## config.mk

```make
export PLATFORM = sky130hd
export DESIGN_NAME = mac_host_status_interface
export DESIGN_NICKNAME = d
export VERILOG_FILES = /design/src/mac_host_pkg.sv /design/src/mac_host_status_interface.sv
export SDC_FILE = /design/constraint.sdc
export NUM_CORES = 1
export LEC_CHECK = 0
export ABC_AREA = 1
export BUFFER_PORTS_ARGS = -buffer_cell sky130_fd_sc_hd__buf_2
export CAP_MARGIN = 5
export CORE_UTILIZATION = 50
export CTS_CLUSTER_SIZE = 24
export DETAILED_ROUTE_END_ITERATION = 16
export GPL_ROUTABILITY_DRIVEN = 0
export PLACE_DENSITY = 0.76
export SYNTH_ARGS = -nofsm -noshare
export SYNTH_HDL_FRONTEND = slang
export SYNTH_SLANG_ARGS = --single-unit
```

## constraint.sdc

```tcl
create_clock -name i_clock -period 1.6 [get_ports i_clock]
set_clock_uncertainty 0.2 [all_clocks]
set_input_delay 0.24 -clock i_clock [delete_from_list [all_inputs] [get_ports i_clock]]
set_output_delay 0.24 -clock i_clock [all_outputs]
set_load 0.02 [all_outputs]
```

## src/mac_host_pkg.sv

```systemverilog
// Package for the host status interface of the Manchester MAC layer.
// Assumes one system clock and a plain strobe register port.
package mac_host_pkg;

  // ==========================================================
  // Widths
  localparam int ADDR_W = 8;
  localparam int DATA_W = 32;
  localparam int FLAG_W = 24;
  localparam int HALF_W = 24;
  localparam int INFO_W = 8;

  // ==========================================================
  // Register offsets (byte addresses)
  localparam logic [7:0] REG_CTRL = 8'h00;
  localparam logic [7:0] REG_FLAGS = 8'h04;
  localparam logic [7:0] REG_FLAG_SET = 8'h08;
  localparam logic [7:0] REG_FLAG_CLR = 8'h0C;
  localparam logic [7:0] REG_SEND_REQ = 8'h10;
  localparam logic [7:0] REG_RX_BUF = 8'h14;
  localparam logic [7:0] REG_TXP_BUF = 8'h18;
  localparam logic [7:0] REG_TXN_BUF = 8'h1C;
  localparam logic [7:0] REG_RX_LEN = 8'h20;
  localparam logic [7:0] REG_RX_TS_HI = 8'h24;
  localparam logic [7:0] REG_RX_TS_LO = 8'h28;
  localparam logic [7:0] REG_RX_INFO = 8'h2C;
  localparam logic [7:0] REG_TS_HI = 8'h30;
  localparam logic [7:0] REG_TS_LO = 8'h34;
  localparam logic [7:0] REG_OPT = 8'h38;

  // ==========================================================
  // Control fields
  localparam int CTRL_ENABLE = 0;
  localparam int CTRL_DISABLE = 1;
  localparam int OPT_DRV = 0;
  localparam int OPT_CLASH = 1;

  // ==========================================================
  // Status flag bit positions
  localparam int FL_RX_END = 0;
  localparam int FL_RX_ERR = 1;
  localparam int FL_TXP_FULL = 2;
  localparam int FL_TXN_FULL = 3;
  localparam int FL_TX_BEGIN = 4;
  localparam int FL_TX_DONE = 5;
  localparam int FL_TX_ERR = 6;
  localparam int FL_BACKLOG = 7;
  localparam int FL_CLASH = 8;

  // ==========================================================
  // Reset values
  localparam logic [31:0] RX_BUF_RESET = 32'h0000_0000;
  localparam logic [31:0] TXP_BUF_RESET = 32'h0000_0100;
  localparam logic [31:0] TXN_BUF_RESET = 32'h0000_0200;

  // ==========================================================
  // Register bus request
  typedef struct packed {
    logic [7:0] addr;
    logic [31:0] wdata;
    logic wr;
    logic rd;
  } reg_req_t;

  // Hardware events from the line-side logic, one-cycle pulses
  typedef struct packed {
    logic rx_end;
    logic rx_err;
    logic txp_sent;
    logic txn_sent;
    logic tx_begin;
    logic tx_done;
    logic tx_err;
    logic backlog_ovf;
    logic clash;
  } mac_evt_t;

  // Descriptor of a received packet, valid with rx_end
  typedef struct packed {
    logic [23:0] length;
    logic [7:0] info;
  } rx_desc_t;

  // Channel enables driven to the line-side logic
  typedef struct packed {
    logic receive_channel;
    logic transmit_channel;
    logic dma_channel;
    logic driver_enable_channel;
    logic clash_sense_channel;
  } chan_en_t;

endpackage : mac_host_pkg

```

## src/mac_host_status_interface.sv

```systemverilog
// Host control and status register bank of the Manchester MAC layer.
// Assumes line-side logic on the same clock reports events as pulses.
// Notes on behaviour
// - Frame end by code violation sets bit 0
// - Receive error sets bit 1
// - Bit 2 marks priority transmit buffer full
// - Bit 3 marks non-priority transmit buffer full
// - Transmission start sets bit 4
// - Error-free completed send sets bit 5
// - Transmit error sets bit 6
// - Backlog counter overflow sets bit 7
// - Collision in preamble or tail sets bit 8
// - Set operation sets masked flags
// - Clear operation clears masked flags
// - Host reads 24-bit status flag word
// - Three 32-bit buffer start addresses readable
// - Last received packet length readable, 24 bits
// - Last packet timestamp readable in halves
// - Free-running timestamp readable in halves
// - Last packet 8-bit datagram info readable
// - Enable activates receive, transmit and DMA channels; driver enable and clash sense only when set in REG_OPT
// - Disable deactivates whole channel group
// - Enable after disable restarts traffic
//
// Decided for this implementation: the address map and the plain strobed port.
module mac_host_status_interface
  import mac_host_pkg::*;
#(
  parameter logic [31:0] RX_BUF_START = mac_host_pkg::RX_BUF_RESET,
  parameter logic [31:0] TXP_BUF_START = mac_host_pkg::TXP_BUF_RESET,
  parameter logic [31:0] TXN_BUF_START = mac_host_pkg::TXN_BUF_RESET
)
(
  input wire logic i_clock,
  input wire logic i_nrst,
  input wire mac_host_pkg::reg_req_t i_req,
  input wire mac_host_pkg::mac_evt_t i_evt,
  input wire mac_host_pkg::rx_desc_t i_rx_desc,
  output logic [mac_host_pkg::DATA_W-1:0] o_rdata,
  output mac_host_pkg::chan_en_t o_chan_en,
  output logic o_send_req,
  output logic [mac_host_pkg::FLAG_W-1:0] o_flags
);
  import mac_host_pkg::*;

  // ==========================================================
  // Decode
  function automatic logic hit(input reg_req_t r, input logic [7:0] a);
    hit = (r.addr == a);
  endfunction : hit

  logic wr_ctrl;
  logic wr_set;
  logic wr_clr;
  logic wr_send;
  logic wr_opt;
  assign wr_ctrl = i_req.wr && hit(i_req, REG_CTRL);
  assign wr_set = i_req.wr && hit(i_req, REG_FLAG_SET);
  assign wr_clr = i_req.wr && hit(i_req, REG_FLAG_CLR);
  assign wr_send = i_req.wr && hit(i_req, REG_SEND_REQ);
  assign wr_opt = i_req.wr && hit(i_req, REG_OPT);

  // ==========================================================
  // Channel group enable
  logic [1:0] opt;
  always_ff @(posedge i_clock)
  begin
    if (!i_nrst)
      opt <= 2'h0;
    else if (wr_opt)
      opt <= i_req.wdata[1:0];
  end

  logic grp_on;
  always_ff @(posedge i_clock)
  begin
    if (!i_nrst)
      grp_on <= 1'b0;
    else if (wr_ctrl && i_req.wdata[CTRL_ENABLE])
      grp_on <= 1'b1;
    else if (wr_ctrl && i_req.wdata[CTRL_DISABLE])
      grp_on <= 1'b0;
  end

  // Optional channels follow the group only when configured
  always_ff @(posedge i_clock)
  begin
    if (!i_nrst)
      o_chan_en <= '0;
    else
    begin
      o_chan_en.receive_channel <= grp_on;
      o_chan_en.transmit_channel <= grp_on;
      o_chan_en.dma_channel <= grp_on;
      o_chan_en.driver_enable_channel <= grp_on && opt[OPT_DRV];
      o_chan_en.clash_sense_channel <= grp_on && opt[OPT_CLASH];
    end
  end

  // ==========================================================
  // Status flags
  logic [FLAG_W-1:0] hw_set;
  logic [FLAG_W-1:0] hw_clr;
  logic [FLAG_W-1:0] next_flags;
  always_comb
  begin
    hw_set = '0;
    hw_clr = '0;
    hw_set[FL_RX_END] = i_evt.rx_end;
    hw_set[FL_RX_ERR] = i_evt.rx_err;
    hw_set[FL_TX_BEGIN] = i_evt.tx_begin;
    hw_set[FL_TX_DONE] = i_evt.tx_done;
    hw_set[FL_TX_ERR] = i_evt.tx_err;
    hw_set[FL_BACKLOG] = i_evt.backlog_ovf;
    hw_set[FL_CLASH] = i_evt.clash;
    // Buffer full is set by the host and dropped once sent
    hw_clr[FL_TXP_FULL] = i_evt.txp_sent;
    hw_clr[FL_TXN_FULL] = i_evt.txn_sent;
    next_flags = o_flags;
    if (wr_clr)
      next_flags = next_flags & ~i_req.wdata[FLAG_W-1:0];
    if (wr_set)
      next_flags = next_flags | i_req.wdata[FLAG_W-1:0];
    next_flags = next_flags & ~hw_clr;
    // Hardware set beats a host clear in the same cycle
    next_flags = next_flags | hw_set;
  end

  always_ff @(posedge i_clock)
  begin
    if (!i_nrst)
      o_flags <= '0;
    else
      o_flags <= next_flags;
  end

  // Request pulse; ordering of buffer load and flag is host's duty
  always_ff @(posedge i_clock)
  begin
    if (!i_nrst)
      o_send_req <= 1'b0;
    else
      o_send_req <= wr_send && grp_on;
  end

  // ==========================================================
  // Timestamp and last packet capture
  logic [2*HALF_W-1:0] ts;
  always_ff @(posedge i_clock)
  begin
    if (!i_nrst)
      ts <= '0;
    else
      ts <= ts + 48'h1;
  end

  logic [2*HALF_W-1:0] rx_ts;
  logic [HALF_W-1:0] rx_len;
  logic [INFO_W-1:0] rx_info;
  always_ff @(posedge i_clock)
  begin
    if (!i_nrst)
    begin
      rx_ts <= '0;
      rx_len <= '0;
      rx_info <= '0;
    end
    else if (i_evt.rx_end)
    begin
      rx_ts <= ts;
      rx_len <= i_rx_desc.length;
      rx_info <= i_rx_desc.info;
    end
  end

  // ==========================================================
  // Read port; unmapped addresses read zero
  always_ff @(posedge i_clock)
  begin
    if (!i_nrst)
      o_rdata <= '0;
    else if (i_req.rd)
    begin
      case (i_req.addr)
        REG_CTRL: o_rdata <= {31'h0, grp_on};
        REG_FLAGS: o_rdata <= {8'h0, o_flags};
        REG_RX_BUF: o_rdata <= RX_BUF_START;
        REG_TXP_BUF: o_rdata <= TXP_BUF_START;
        REG_TXN_BUF: o_rdata <= TXN_BUF_START;
        REG_RX_LEN: o_rdata <= {8'h0, rx_len};
        REG_RX_TS_HI: o_rdata <= {8'h0, rx_ts[47:24]};
        REG_RX_TS_LO: o_rdata <= {8'h0, rx_ts[23:0]};
        REG_RX_INFO: o_rdata <= {24'h0, rx_info};
        REG_TS_HI: o_rdata <= {8'h0, ts[47:24]};
        REG_TS_LO: o_rdata <= {8'h0, ts[23:0]};
        REG_OPT: o_rdata <= {30'h0, opt};
        default: o_rdata <= 32'h0;
      endcase
    end
    else
      o_rdata <= 32'h0;
  end

endmodule : mac_host_status_interface

```

Word-level counts from Yosys, hierarchy flattened
Cells that the tools add are included.

Output and inout port bits: 62. Bits in registers: 191. Input bits: 85. Word-level logic and storage cells: 50.

Reductions and logical operators: 13. Equality and inequality tests: 13. Add/sub/neg operators: 1. Bitwise logic cells: 6. Muxes and demuxes: 5.

Operators by type and width (count): 24-bit one-hot mux with 11 select lines (1); 8-bit by 6-bit equality test with 1-bit output (second input constant) (7); 48-bit by 1-bit adder with 48-bit output (second input constant) (1); 24-bit AND (2); 24-bit 2-to-1 mux (2); 8-bit by 5-bit equality test with 1-bit output (second input constant) (3); 24-bit inverter (1); 4-bit inverter with 24-bit output (1); 24-bit OR (1); 24-bit by 9-bit OR with 24-bit output (1); 8-bit by 4-bit equality test with 1-bit output (second input constant) (2); 1-bit logical AND (10); 8-bit by 3-bit equality test with 1-bit output (second input constant) (1); 8-bit zero test (1); 1-bit 2-to-1 mux (2); 2-bit AND reduction (1); 2-bit nonzero test (1).

Logic depth before layout (Yosys ltp)
Depth in word-level cells: 7. Gate-level depth with buffers: 10. Mapped depth without buffers: 10.

Worst setup path before layout
OpenSTA, ideal clock, no wires.

Kind: register -> register. Start: register ts[0]. End: register ts[38]. Setup slack: -0.089 ns. Data required time: 1.272 ns. Cell stages (with the launch flop): 11. Setup time: 0.128 ns. Data arrival time: 1.361 ns. Buffers on the path: 0. Clock period less this slack: 1.689 ns. Cell sequence: dfxtp_1 ha_1 nand2_2 nor2_1 nand2_2 nor2_4 nand2_2 nor2_1 nand2_1 nand2_1 nor2_1.

Word-level cells in the longest chain between the ends: 1.

Ends and longest elaborated chain: start, declared (line mac_host_status_interface.sv:148) `logic [2*HALF_W-1:0] ts;`; start signal, assigned (line mac_host_status_interface.sv:154) `ts <= ts + 48'h1;`; 48-bit by 1-bit adder with 48-bit output (line mac_host_status_interface.sv:154).

No other way between the ends. A chain may end at the register's enable or synchronous reset.

Final worst setup path
Start: register ts[4]. End: register ts[38].

The elaborated chain is that of the path after synthesis.

==> flow_metrics.py <==
metrics = {
    "run_status": {
        "outcome": "finished, violations left",
        "violations": "setup timing",
    },
    "global_routing": {
        "track_usage": 0.345,
        "gr-total-overflow": 0,
        "use_met1": 0.442,
        "use_met3": 0.0529,
        "grt_max_degree": 93,
        "grt_pass1_vias": 9055,
        "antenna_found_initial": 0,
        "top_usage_layer": "met2",
        "grt_util_met2": 0.566,
        "grt_pass1_wl_um": 46900,
    },
    "clock_tree": {
        "clockBufferDepth": 2,
        "cts_tree": "yes",
        "root_buffer": "clkbuf_16",
        "clock_latency_ps": 440,
        "numCtsBuffers": 17,
        "htreeDepth": 4,
        "cts.clk_slew.worst_paths_ps": 70,
        "clock_sinks": 183,
    },
    "run": {
        "drv_cap": 0,
    },
    "critical_path": {
        "path_cells": "nand2_2, buf_4, nor2_4, nand2_4, nor2_4, nand2_2, nor2_2, nand2_1, nand2_1, nor2_1",
        "endpoint_kind": "register",
        "path_max_fanout": 4,
        "crit_arrival_ps": 1840,
        "path_class": "register to register",
        "cpPeakStageDelay_ps": 380,
        "crit_family": "simple AND/OR/NAND/NOR gates",
        "critPathLaunchType": "register",
        "worst-path-buf-inv": 1,
        "cp_slowest_cell": "dfxtp_2",
        "cp.required_ps": 1720,
    },
    "power_and_ir_drop": {
        "p_int_mw": 7.43,
        "power_frac_comb": 0.081,
        "switchingPower_mw": 2.47,
        "p_leak_nw": 4.87,
        "powerDensity_mw_per_mm2": 832,
        "pwr-share-seq": 0.483,
        "switching_share": 0.250,
        "power_frac_clock": 0.436,
        "ir_worst_vdd_mv": 0.757,
    },
    "yosys": {
        "yosys.area_share.simple": 0.354,
        "yosys_warnings": 0,
        "synth-seq-area-share": 0.425,
        "synthMuxAreaShare": 0,
        "synthXorXnorAreaFrac": 0.00509,
        "syn-cell-area_mm2": 0.00861,
        "synth_fa_ha_area_frac": 0.00145,
        "ys_ff_latch": 183,
        "syn_inst": 1289,
        "synth_top_family_by_area": "simple AND/OR/NAND/NOR gates",
        "syn-mean-instance-area_um2": 6.68,
        "synth_compound_area_frac": 0.136,
        "yosysUniqueCellTypes": 29,
    },
    "floorplan": {
        "core_mm2": 0.0167,
        "fp.dieW_um": 133,
        "die_area_mm2": 0.0178,
        "fp.dieH_um": 133,
        "initial_core_util": 0.516,
        "ioPinCount": 147,
        "rows": 47,
    },
    "timing": {
        "clock.fmax_ghz": 0.582,
        "final-setup-viol-count": 10,
        "fin_tns_setup_ps": -314,
        "setup_ws_ps": -118,
        "drv_slew": 0,
        "post-route-min-period_ps": 1720,
        "rsz0062_at_grt": "true",
        "period_share": 1.07,
        "finalHoldViolCount": 0,
    },
    "routing": {
        "vias": 10000,
        "drt_iter0_markers": 1281,
        "vias_per_cell": 5.56,
        "drtAntennaViolNets": 0,
        "wire_per_inst_um": 17.5,
        "dr.pass1.iters": 7,
        "remaining_drc_errors": 0,
        "wl_um": 31600,
    },
    "placed_design": {
        "io_buffer_count": 130,
        "placed_cell_area_mm2": 0.0102,
        "hpwl_um": 21400,
    },
    "cells_and_area": {
        "final_common_cell": "nand2_1",
        "area_growth_pct": 38.2,
        "fin_nets": 1656,
        "most-common-layout-cells": "301 x nand2_1, 182 x nor2_1, 159 x dfxtp_1",
        "final_cell_area_mm2": 0.0119,
        "drive_above_1_share": 0.263,
        "fillers": 1245,
        "diodes": 0,
    },
    "hold_path": {
        "hold_path_class": "primary input to register",
    },
}
per-layer routing:
metal	wire length, µm	part of all wire
met1	12100	0.38
met4	1660	0.052
met2	14500	0.46
met5	0	0
met3	3310	0.10
layout make-up:
class                   instances  area [µm²]  area share
repair buffers                320        2400       0.202
flip-flops and latches        183        3700       0.311
multi-input cells             957        4580       0.385
clock inverters                14         163      0.0137
well taps                     220         275      0.0231
clock buffers                  18         439      0.0369
inverters                      91         344      0.0289
cells in the mapped netlist:
cell      number  share of area
nand2_2       10         0.0073
nor3_1         2         0.0012
conb_1         1        0.00044
nor2_2        19          0.014
nor3_4         1         0.0019
xnor2_1        1         0.0010
inv_2          8         0.0035
a21oi_1      120          0.070
nand3b_1       1        0.00087
nor2_1       219          0.095
ha_1           1         0.0015
and2_1         1        0.00073
buf_1          1        0.00044
xor2_1         4         0.0041
o21ai_1        2         0.0012
o21ai_0      110          0.064
nand3_2        3         0.0035
nand2_4        2         0.0026
nand3_1      107          0.062
buf_2         13         0.0076
nand2_1      313           0.14
dfxtp_1      183           0.43
nand4_1       24          0.017
buf_6          1         0.0013
clkbuf_1      33          0.014
inv_1         83          0.036
nor2_4         8          0.010
buf_4         17          0.015
o22ai_1        1        0.00073
flip-flops by register name (all words and copies together) (netlist names), named ones only:
name and cells:
rx_ts 48, ts 48, o_rdata 24, rx_len 24, o_flags 9, rx_info 8
o_chan_en 3, opt 2, grp_on 1, o_send_req 1
per-stage QoR:
step	std cells	util	hold WS, ps	worst slack [ps]	total power, mW
after CTS	1800	0.696	36.7	-53.6	9.85
final	1803	0.713	60.8	-118	9.90
after global placement	1697	0.614	201	-130	5.49
after floorplan	1296	-	112	-7.88	5.22
after detailed placement	1697	0.614	205	-156	5.51
after global routing	1803	0.713	96.4	-145	10.2
timing repair:
| item | 4_1_cts | 5_1_grt |
|---|---|---|
| setup buffers | 1 | 3 |
| hold endpoints to repair | 64 | 0 |
| setup endpoints to repair | 29 | 42 |
| pin swaps | 5 | 19 |
| gates resized for setup | 24 | 86 |
| hold buffers | 70 | 0 |
logic make-up (layout without fill, tap and decap cells):
logic type	after synthesis	in the layout
AND/OR/NAND/NOR	710	710
other	1	8
AO/OA/AOI/OAI	233	233
flip-flops	183	183
XOR/XNOR	5	5
buffers and inverters	156	443
adder cells (fa/ha/maj)	1	1
worst reg2reg max path: cells and delay by family (launching register included):
family	cells	cell delay (ps)
simple gates	9	850
flops	1	380
buf+inv	1	160
power groups by stage:
| stage | logic (mW) | clock network [mW] | registers (mW) |
|---|---|---|---|
| 6_report | 0.801 | 4.31 | 4.78 |
| 5_1_grt | 0.867 | 4.52 | 4.79 |
| 2_1_floorplan | 0.357 | 0 | 4.86 |
| 3_5_place_dp | 0.629 | 0 | 4.88 |
| 4_1_cts | 0.757 | 4.32 | 4.78 |
| 3_3_place_gp | 0.614 | 0 | 4.88 |
path summary, 6_finish.rpt:
| check | end | from | slack (ps) | cells after the start |
|---|---|---|---|---|
| worst max-delay path | ts[38]$_SDFF_PN0_ | ts[4]$_SDFF_PN0_ | -120 | 10 |
| worst min-delay path | rx_len[18]$_SDFFE_PN0P_ | i_evt[8] | 60 | 4 |
| worst max register to register | ts[38]$_SDFF_PN0_ | ts[4]$_SDFF_PN0_ | -120 | 10 |
| worst min register to register | rx_ts[19]$_SDFFE_PN0P_ | rx_ts[19]$_SDFFE_PN0P_ | 250 | 2 |
No activity file was read; power rests on OpenSTA's default activity.
